**config.mk**
```make
export PLATFORM = sky130hd
export DESIGN_NAME = auxreg_ctrl
export DESIGN_NICKNAME = d
export VERILOG_FILES = /design/src/design/auxreg_pkg.sv /design/src/design/auxreg_sync.sv /design/src/design/auxreg_lock.sv /design/src/design/auxreg_ctrl.sv
export SDC_FILE = /design/constraint.sdc
export NUM_CORES = 1
export LEC_CHECK = 0
export BUFFER_PORTS_ARGS = -buffer_cell sky130_fd_sc_hd__buf_2
export CAP_MARGIN = 20
export CORE_MARGIN = 5
export CORE_UTILIZATION = 52
export DETAILED_ROUTE_END_ITERATION = 10
export HOLD_SLACK_MARGIN = 0.08
export PLACE_DENSITY = 0.81
export SYNTH_ARGS = -nofsm -noshare
export SYNTH_HDL_FRONTEND = slang
export SYNTH_SLANG_ARGS = --single-unit
export TNS_END_PERCENT = 5
```
**constraint.sdc**
```tcl
create_clock -name core_clk -period 2.9 [get_ports core_clk]
set_clock_uncertainty 0.1 [all_clocks]
set_input_delay 0.145 -clock core_clk [delete_from_list [all_inputs] [get_ports core_clk]]
set_output_delay 0.145 -clock core_clk [all_outputs]
set_load 0.01 [all_outputs]
```
**src/design/auxreg_pkg.sv**
```systemverilog
// Shared types and constants for the auxiliary regulator control block
package auxreg_pkg;

   // ****************************************
   // Operating modes of the chip
   // ****************************************
   typedef enum logic [2:0] {
      MODE_INIT,
      MODE_NORMAL,
      MODE_STOP,
      MODE_SLEEP,
      MODE_RESTART,
      MODE_FAILSAFE
   } auxreg_mode_e;

   typedef enum logic [1:0] {
      CFG_NONE,
      CFG_STANDALONE,
      CFG_SHARE
   } auxreg_cfg_e;

   // ****************************************
   // Register-write carrier
   // ****************************************
   typedef struct packed {
      logic enable;
      logic shareSelect;
      logic voltageSelect;
      logic stayOnInStop;
      logic stayOffAfterUv;
   } auxreg_ctrl_s;

   typedef struct packed {
      logic shuntOverThreshold;
      logic auxUnderVoltage;
      logic batteryUnderVoltage;
   } auxreg_sense_s;

   localparam logic RESET_ENABLE = 1'b0;
   localparam logic RESET_SHARE = 1'b0;
   localparam logic RESET_VSEL = 1'b0;
   localparam logic RESET_STAYON = 1'b0;
   localparam logic RESET_STAYOFF = 1'b0;
   localparam logic VSEL_3V3 = 1'b0;
   localparam int SYNC_STAGES = 3;

endpackage : auxreg_pkg

```
**src/design/auxreg_sync.sv**
```systemverilog
// Three-stage input synchroniser with agreement filter
`timescale 1ns/1ps
module auxreg_sync
(
   input wire logic core_clk,
   input wire logic rstn,
   input wire logic asyncIn,
   output logic syncOut
);
   logic [auxreg_pkg::SYNC_STAGES-1:0] stage_q;

   always_ff @(posedge core_clk or negedge rstn)
   begin
      if (!rstn)
         stage_q <= '0;
      else
         stage_q <= {stage_q[1:0], asyncIn};
   end

   // Change counts only once stages two and three agree
   always_ff @(posedge core_clk or negedge rstn)
   begin
      if (!rstn)
         syncOut <= 1'b0;
      else if (stage_q[1] == stage_q[2])
         syncOut <= stage_q[2];
   end
endmodule : auxreg_sync

```
**src/design/auxreg_lock.sv**
```systemverilog
// One-time configuration lock held across soft reset
`timescale 1ns/1ps
module auxreg_lock
(
   input wire logic core_clk,
   input wire logic rstn,
   input wire logic inNormal,
   input wire logic wrStrobe,
   input wire logic wrEnable,
   input wire logic wrShare,
   output auxreg_pkg::auxreg_cfg_e cfg,
   output logic changeRefused
);
   auxreg_pkg::auxreg_cfg_e cfg_q;
   logic attempt;

   // Attempt to leave the locked configuration
   always_comb
   begin
      attempt = 1'b0;
      unique case (cfg_q)
         auxreg_pkg::CFG_STANDALONE: attempt = wrStrobe && wrShare;
         auxreg_pkg::CFG_SHARE: attempt = wrStrobe && (wrEnable || !wrShare);
         default: attempt = 1'b0;
      endcase
   end

   // rstn here is power-on only, a soft reset does not reach it
   always_ff @(posedge core_clk or negedge rstn)
   begin
      if (!rstn)
         cfg_q <= auxreg_pkg::CFG_NONE;
      else if (cfg_q == auxreg_pkg::CFG_NONE && wrStrobe)
      begin
         if (wrShare)
            cfg_q <= auxreg_pkg::CFG_SHARE;
         else if (wrEnable && inNormal)
            cfg_q <= auxreg_pkg::CFG_STANDALONE;
      end
   end

   assign cfg = cfg_q;
   // Only the share configuration reports the refused change
   assign changeRefused = attempt && (cfg_q == auxreg_pkg::CFG_SHARE);

   stay_locked_a: assert property (@(posedge core_clk) disable iff (!rstn)
      cfg_q != auxreg_pkg::CFG_NONE |=> cfg_q == $past(cfg_q))
      else $error("configuration changed after lock");
endmodule : auxreg_lock

```
**src/design/auxreg_ctrl.sv**
```systemverilog
// Auxiliary regulator configuration and control
`timescale 1ns/1ps
module auxreg_ctrl
(
   input wire logic core_clk,
   input wire logic rstn,
   input wire logic softResetn,
   input auxreg_pkg::auxreg_mode_e mode,
   input wire logic ctrlWrite,
   input auxreg_pkg::auxreg_ctrl_s ctrlData,
   input wire logic clearOvercurrent,
   input wire logic clearUndervoltage,
   input auxreg_pkg::auxreg_sense_s sensePins,
   output logic aux_supply_enable,
   output logic load_share_select,
   output logic aux_voltage_select,
   output logic share_stay_on_in_stop,
   output logic stay_off_after_undervoltage,
   output logic supplyOn,
   output logic currentLimitOn,
   output logic outputIs1v8,
   output logic aux_overcurrent_flag,
   output logic aux_undervoltage_flag,
   output logic spiFailSet,
   output auxreg_pkg::auxreg_cfg_e configuration
);
   // ****************************************
   // Input synchronisers
   // ****************************************
   logic shuntHigh;
   logic auxUv;
   logic batUv;

   auxreg_sync u_syncShunt
   (
      .core_clk(core_clk),
      .rstn(rstn),
      .asyncIn(sensePins.shuntOverThreshold),
      .syncOut(shuntHigh)
   );
   auxreg_sync u_syncAuxUv
   (
      .core_clk(core_clk),
      .rstn(rstn),
      .asyncIn(sensePins.auxUnderVoltage),
      .syncOut(auxUv)
   );
   auxreg_sync u_syncBatUv
   (
      .core_clk(core_clk),
      .rstn(rstn),
      .asyncIn(sensePins.batteryUnderVoltage),
      .syncOut(batUv)
   );

   // ****************************************
   // Configuration lock
   // ****************************************
   auxreg_pkg::auxreg_cfg_e cfg;
   logic refused;
   logic inNormal;
   logic standAlone;
   logic sharing;

   assign inNormal = (mode == auxreg_pkg::MODE_NORMAL);

   auxreg_lock u_lock
   (
      .core_clk(core_clk),
      .rstn(rstn),
      .inNormal(inNormal),
      .wrStrobe(ctrlWrite),
      .wrEnable(ctrlData.enable),
      .wrShare(ctrlData.shareSelect),
      .cfg(cfg),
      .changeRefused(refused)
   );

   assign standAlone = (cfg == auxreg_pkg::CFG_STANDALONE);
   assign sharing = (cfg == auxreg_pkg::CFG_SHARE);
   assign configuration = cfg;
   assign spiFailSet = refused;

   // ****************************************
   // Control bits, cleared by power-on reset; soft reset clears all but share select, which reloads from the share lock
   // ****************************************
   logic enable_q;
   logic share_q;
   logic vsel_q;
   logic stayOn_q;
   logic stayOff_q;

   always_ff @(posedge core_clk or negedge rstn)
   begin
      if (!rstn)
      begin
         enable_q <= auxreg_pkg::RESET_ENABLE;
         share_q <= auxreg_pkg::RESET_SHARE;
         vsel_q <= auxreg_pkg::RESET_VSEL;
         stayOn_q <= auxreg_pkg::RESET_STAYON;
         stayOff_q <= auxreg_pkg::RESET_STAYOFF;
      end
      else if (!softResetn)
      begin
         enable_q <= auxreg_pkg::RESET_ENABLE;
         share_q <= sharing;
         vsel_q <= auxreg_pkg::RESET_VSEL;
         stayOn_q <= auxreg_pkg::RESET_STAYON;
         stayOff_q <= auxreg_pkg::RESET_STAYOFF;
      end
      else if (ctrlWrite)
      begin
         // Enable has no effect once sharing is locked; share select is ignored once stand-alone
         if (standAlone)
            enable_q <= ctrlData.enable;
         else if (cfg == auxreg_pkg::CFG_NONE && inNormal && !ctrlData.shareSelect)
            enable_q <= ctrlData.enable;
         if (cfg == auxreg_pkg::CFG_NONE)
            share_q <= ctrlData.shareSelect;
         vsel_q <= ctrlData.voltageSelect;
         stayOn_q <= ctrlData.stayOnInStop;
         stayOff_q <= ctrlData.stayOffAfterUv;
      end
   end

   assign aux_supply_enable = enable_q;
   assign load_share_select = share_q;
   assign aux_voltage_select = vsel_q;
   assign share_stay_on_in_stop = stayOn_q;
   assign stay_off_after_undervoltage = stayOff_q;

   // ****************************************
   // Battery undervoltage latch-off
   // ****************************************
   logic uvOff_q;

   // Stay-off holds the supply down until software rewrites the enable
   always_ff @(posedge core_clk or negedge rstn)
   begin
      if (!rstn)
         uvOff_q <= 1'b0;
      else if (batUv && stayOff_q)
         uvOff_q <= 1'b1;
      else if (ctrlWrite && ctrlData.enable)
         uvOff_q <= 1'b0;
   end

   // ****************************************
   // Supply state by mode
   // ****************************************
   logic modeAllows;

   always_comb
   begin
      modeAllows = 1'b0;
      if (sharing)
      begin
         unique case (mode)
            auxreg_pkg::MODE_NORMAL: modeAllows = 1'b1;
            auxreg_pkg::MODE_STOP: modeAllows = stayOn_q;
            auxreg_pkg::MODE_RESTART: modeAllows = 1'b1;
            auxreg_pkg::MODE_FAILSAFE: modeAllows = 1'b0;
            default: modeAllows = 1'b0;
         endcase
      end
      else if (standAlone)
      begin
         unique case (mode)
            auxreg_pkg::MODE_INIT: modeAllows = 1'b0;
            auxreg_pkg::MODE_FAILSAFE: modeAllows = 1'b0;
            default: modeAllows = enable_q;
         endcase
      end
   end

   always_ff @(posedge core_clk or negedge rstn)
   begin
      if (!rstn)
         supplyOn <= 1'b0;
      else
         supplyOn <= modeAllows && !batUv && !uvOff_q;
   end

   always_ff @(posedge core_clk or negedge rstn)
   begin
      if (!rstn)
         outputIs1v8 <= 1'b0;
      else
         outputIs1v8 <= standAlone && (vsel_q != auxreg_pkg::VSEL_3V3);
   end

   // ****************************************
   // Status flags, set wins over clear
   // ****************************************
   logic ocFlag_q;
   logic uvFlag_q;

   always_ff @(posedge core_clk or negedge rstn)
   begin
      if (!rstn)
         currentLimitOn <= 1'b0;
      else
         currentLimitOn <= standAlone && supplyOn && shuntHigh;
   end

   always_ff @(posedge core_clk or negedge rstn)
   begin
      if (!rstn)
         ocFlag_q <= 1'b0;
      else if (standAlone && supplyOn && shuntHigh)
         ocFlag_q <= 1'b1;
      else if (clearOvercurrent && !shuntHigh)
         ocFlag_q <= 1'b0;
   end

   always_ff @(posedge core_clk or negedge rstn)
   begin
      if (!rstn)
         uvFlag_q <= 1'b0;
      else if (standAlone && supplyOn && auxUv)
         uvFlag_q <= 1'b1;
      else if (clearUndervoltage)
         uvFlag_q <= 1'b0;
   end

   assign aux_overcurrent_flag = ocFlag_q;
   assign aux_undervoltage_flag = uvFlag_q;

   // ****************************************
   // Checks
   // ****************************************
   oc_never_share_a: assert property (@(posedge core_clk) disable iff (!rstn)
      sharing |-> !ocFlag_q || $past(ocFlag_q))
      else $error("overcurrent flag rose in share mode");

   oc_clear_hold_a: assert property (@(posedge core_clk) disable iff (!rstn)
      ocFlag_q && shuntHigh |=> ocFlag_q)
      else $error("overcurrent cleared while condition present");

   oc_sticky_a: assert property (@(posedge core_clk) disable iff (!rstn)
      ocFlag_q && !clearOvercurrent |=> ocFlag_q)
      else $error("overcurrent flag dropped without clear");

   oc_set_a: assert property (@(posedge core_clk) disable iff (!rstn)
      standAlone && supplyOn && shuntHigh |=> ocFlag_q)
      else $error("overcurrent flag not set");

   uv_never_share_a: assert property (@(posedge core_clk) disable iff (!rstn)
      sharing && !$past(uvFlag_q) |-> !uvFlag_q)
      else $error("undervoltage flag rose in share mode");

   uv_set_a: assert property (@(posedge core_clk) disable iff (!rstn)
      standAlone && supplyOn && auxUv |=> uvFlag_q)
      else $error("undervoltage flag not set");

   failsafe_off_a: assert property (@(posedge core_clk) disable iff (!rstn)
      sharing && mode == auxreg_pkg::MODE_FAILSAFE |=> !supplyOn)
      else $error("supply on in fail-safe");

   stop_share_a: assert property (@(posedge core_clk) disable iff (!rstn)
      sharing && mode == auxreg_pkg::MODE_STOP |=> supplyOn == ($past(stayOn_q) && !$past(batUv) && !$past(uvOff_q)))
      else $error("stop mode share state wrong");

   normal_share_a: assert property (@(posedge core_clk) disable iff (!rstn)
      sharing && inNormal && !batUv && !uvOff_q |=> supplyOn)
      else $error("share not active in normal");

   bat_uv_off_a: assert property (@(posedge core_clk) disable iff (!rstn)
      batUv |=> !supplyOn)
      else $error("supply on during battery undervoltage");

   share_fail_a: assert property (@(posedge core_clk) disable iff (!rstn)
      sharing && ctrlWrite && !ctrlData.shareSelect |-> spiFailSet)
      else $error("share change not reported");

   alone_quiet_a: assert property (@(posedge core_clk) disable iff (!rstn)
      standAlone |-> !spiFailSet)
      else $error("stand-alone change raised failure");

   share_enable_a: assert property (@(posedge core_clk) disable iff (!rstn)
      sharing |-> !enable_q)
      else $error("enable taken in share mode");

   share_vsel_a: assert property (@(posedge core_clk) disable iff (!rstn)
      sharing |=> !outputIs1v8)
      else $error("voltage select used in share mode");
endmodule : auxreg_ctrl

```
## Word-level counts from Yosys, hierarchy flattened

Index checks and enable logic that the tools add are counted.
W data, S select, Z words.

| storage, ports and cells | value |
|---|---|
| logic and storage cells | 88 |
| register bits after elaboration | 25 |
| output and inout bits | 13 |

| operators by class | value |
|---|---|
| multiplexer cells | 26 |
| equal/unequal tests | 12 |
| reduce and logical (&&, ||, !) cells | 32 |

Operator list:

| operator | count |
|---|---|
| $mux W1 | 22 |
| $logic_and A1 B1 Y1 | 16 |
| $reduce_bool A2 Y1 | 4 |
| $eq A3 B3 Y1 const B | 2 |
| $reduce_and A2 Y1 | 3 |
| $logic_not A1 Y1 | 4 |
| $mux W2 | 2 |
| $ne A2 B1 Y1 const B | 2 |
| $pmux W1 S2 | 2 |
| $reduce_or A2 Y1 | 2 |
| $eq A1 B1 Y1 | 3 |
| $eq A3 B1 Y1 const B | 1 |
| $eq A3 B2 Y1 const B | 1 |
| $logic_not A3 Y1 | 1 |
| $ne A3 B1 Y1 const B | 1 |
| $eq A2 B1 Y1 const B | 1 |
| $eq A2 B2 Y1 const B | 1 |
| $logic_not A2 Y1 | 1 |
| $logic_or A1 B1 Y1 | 1 |

## Longest topological paths before layout

| depth | value |
|---|---|
| word-level depth | 7 |
| mapped depth | 5 |
| gate-level depth less buffers | 5 |

## By module

From an unflattened synthesis, not the netlist that was laid out.

| second synthesis, totals | value |
|---|---|
| cells, all modules | 77 |
| area, all modules | 1008.5 um2 |

Modules (own cells, without submodules):

| module | instances | cells each | area an instance (um2) | seq. area each (um2) |
|---|---|---|---|---|
| auxreg_ctrl | 1 | 49 | 549.3 | 275.3 |
| auxreg_sync | 3 | 5 | 111.4 | 100.1 |
| auxreg_lock | 1 | 13 | 125.1 | 50.0 |

## Worst setup path after synthesis

Ideal clock, no wire load.

| path | value |
|---|---|
| path kind | reg-to-reg |
| start | register u_lock.cfg_q[0], in the netlist u_lock.cfg[0] |
| end | register enable_q, in the netlist aux_supply_enable |
| data required time | 2.721 ns |
| arrival | 1.167 ns |
| clock period less this slack | 1.347 ns |
| cell stages (with the launch flop) | 6 |
| setup slack | 1.553 ns |
| cell sequence | dfrtp_1 -> inv_1 -> ha_1 -> nand2_1 -> o41ai_2 -> mux2i_1 |

| on the way | value |
|---|---|
| cells in the longest elaborated chain, start to end | 5 |
| elaborated cells between the ends (all ways) | 9 |

Ends and longest elaborated chain:

| what | RTL line | source |
|---|---|---|
| from (decl) | auxreg_lock.sv:14 | `auxreg_pkg::auxreg_cfg_e cfg_q;` |
| from (signal assigned) | auxreg_lock.sv:32 | `cfg_q <= auxreg_pkg::CFG_NONE;` |
| from (signal assigned) | auxreg_lock.sv:36 | `cfg_q <= auxreg_pkg::CFG_SHARE;` |
| from (signal assigned) | auxreg_lock.sv:38 | `cfg_q <= auxreg_pkg::CFG_STANDALONE;` |
| $logic_not A2 Y1 | auxreg_ctrl.sv:116 | `else if (cfg == auxreg_pkg::CFG_NONE && inNormal && !ctrlData.shareSelect)` |
| $logic_and A1 B1 Y1 (2 in series) | auxreg_ctrl.sv:116 |  |
| $ne A3 B1 Y1 (no line) | -- |  |
| $reduce_and A2 Y1 (no line) | -- |  |
| to (signal assigned) | auxreg_ctrl.sv:105 | `enable_q <= auxreg_pkg::RESET_ENABLE;` |
| to (signal assigned) | auxreg_ctrl.sv:115 | `enable_q <= ctrlData.enable;` |
| to (signal assigned) | auxreg_ctrl.sv:117 | `enable_q <= ctrlData.enable;` |
| to (decl) | auxreg_ctrl.sv:87 | `logic enable_q;` |

Several ways; a longest one is shown, not always the timed one. The select of a mux whose other input is x is not followed.
A chain may end at the register's enable or synchronous reset.

## Worst setup path in the final report

| path | value |
|---|---|
| start | register u_lock.cfg_q[1], in the netlist u_lock.cfg[1] |
| end | register enable_q, in the netlist aux_supply_enable |

The elaborated chain is that of the path after synthesis.

==> flow_summary.ini <==
[final_layout]
finalNonFillerCells = 147
n_antenna_cell = 0
area_growth_pct = 37.2
nets = 143
finish.instance_area_um2 = 1320
fill_cells = 122
drive_gt1_share_pct = 28.7

[clock_network]
tritoncts = built
cts_buffers = 3
post_cts_buffers = 0
cts.sinks = 25
worstSkewPairLatency_ps = 300
h-tree-depth = 1
ctsResizeCount = 0
path_clk_slew_ps = 130
cts_buffer_depth = 2
cts_hold_buf = 16
cts-root-buf = clkbuf_4

[global_route]
grt_max_degree = 26
grt_pass1_wl_um = 3180
overflow = 0
grt_pass1_vias = 736
antenna_found_initial = 0
grt_usage_pct = 15.6

[drt]
routed_wl_um = 1890
drt-pass1-iter-count = 4
wl_per_cell_um = 12.8
num_vias = 717
via_per_inst = 4.88
drc = 0
drtIter0Drc = 6
ant_nets = 0

[floorplanning]
die_w_um = 53.1
rows = 15
die_h_um = 53.1
io-pin-count = 30
start_util_pct = 55.3
fp.coreArea_um2 = 1750
die-area_um2 = 2820

[sta]
worstMarginPinSlew_ps = 520
setup_viol = 0
drv_slew = 0
max_freq_mhz = 500
fin_hold_ws_ps = 93.4
tns_ps = 0
finalCritPeriodShare_pct = 68.9
relSlewSlack_pct = 65.3
rsz0062_at_grt = no
post-route-min-period_ps = 2000
hold_viol_final = 0

[yosys]
netlist_area_um2 = 965
ys_seq_area_share_pct = 64.9
synthTopCellsByCount = dfrtp_1, inv_1, nand2_1
synth_cells = 74
synth-edff-count = 0
yosysTopAreaCellShare_pct = 64.9
ys_ff_latch = 25
synth_ff_type = dfrtp_1
post_synth_num_cell_types = 25
synth_top_cell_by_area = dfrtp_1
synth_nets = 94
yosys_warnings = 0
yosysMostFrequentCell = dfrtp_1
ys_async_sr_fraction_pct = 100
avgSynthCellArea_um2 = 13.0
synth_area_leaders = dfrtp_1, mux2i_1, ha_1, maj3_1, nor2b_1

[power_and_ir_drop]
irDropWorstVdd_v = 0.000383
p_total_uw = 588
pwr_density_cell_nw_per_um2 = 444
power.leakage_uw = 0.000671

[setup_path]
crit_type = register to register
crit_fanout = 3
start_kind = register
crit_required_ps = 3050
cp-end-kind = register
critPathArrivalTime_ps = 2150

[job]
max_cap_violations = 0

[place]
place_inst = 127
gp_congestion = 0.794
place_area_um2 = 1130
dp_hpwl_um = 1350
io_buffers = 29

[min_path]
hold_path.class = input pin to register

[outcome]
status = finished, final reports clean
[critical path, stage by stage, from the launching register on]
cell           delay [ps]
dfrtp_1               430
inv_1                 100
ha_1                  190
nand2_1               100
o41ai_2               250
mux2i_1               220
dlygate4sd3_1         560
[layer usage]
metal	up-vias	GRT usage [%]	routed length, um
li1	352	-	-
met1	342	18.5	804
met2	21	28.5	936
met3	2	2.54	129
met4	0	5.11	16
met5	-	0	0
[cells by family after synthesis]
kind of cell | share of synthesized area, %
flip-flops | 64.9
buffers and inverters | 3.11
XOR/XNOR | 0.908
multiplexers | 4.15
AO/OA/AOI/OAI | 8.95
adder cells (fa/ha/maj) | 7.00
AND/OR/NAND/NOR | 11.0
[state kept, by name, summed over array words and instances (netlist names), 2 cells and up]
| register | cells |
|---|---|
| u_lock.cfg | 2 |
| u_syncBatUv.stage_q | 3 |
| u_syncShunt.stage_q | 3 |
| u_syncAuxUv.stage_q | 3 |
[where the power goes]
| part | total [uW] | switching (uW) | internal [uW] |
|---|---|---|---|
| logic | 63.5 | 27.8 | 35.7 |
| clock network | 151 | 98.1 | 52.4 |
| registers | 374 | 9.59 | 365 |
| total | 588 | 136 | 453 |
[per-stage QoR]
| stage | worst slack [ps] | utilization, % |
|---|---|---|
| finish | 902 | 75.8 |
| global route | 759 | 75.8 |
| CTS | 901 | 75.8 |
| detailed placement | 1460 | 64.9 |
| global placement | 1550 | 64.9 |
| floorplan | 1550 | - |
[area by class of cell]
type	instances	area (um^2)	share of cell area (%)
clock buffers	3	22.5	1.70
well taps	25	31.3	2.36
flip-flops and latches	25	626	47.3
inverters	6	22.5	1.70
repair buffers	45	305	23.1
clock inverters	1	7.51	0.567
multi-input cells	42	309	23.3
[path summary, 6_finish.rpt]
check,from,to,slack (ps),cells after the start
worst max-delay path,u_lock.cfg[1],aux_supply_enable,900,6
worst min-delay path,mode[0],supplyOn,90,4
worst max register to register,u_lock.cfg[1],aux_supply_enable,900,6
worst min register to register,u_syncAuxUv.stage_q[0],u_syncAuxUv.stage_q[1],270,0
max in group asynchronous,rstn,supplyOn,2130,2
min in group asynchronous,rstn,stay_off_after_undervoltage,230,2
[layout by cell type (no fill, tap or decap), types with 2 or more instances in the layout]
master,count
a21oi_1,2
mux2i_1,4
dlygate4sd3_1,16
dfrtp_1,25
o21ai_0,3
maj3_1,3
nor2b_1,4
buf_2,29
inv_1,6
nand3_1,3
clkbuf_4,3
nand2_1,6
ha_1,3
No activity file was read; power rests on OpenSTA's default activity.
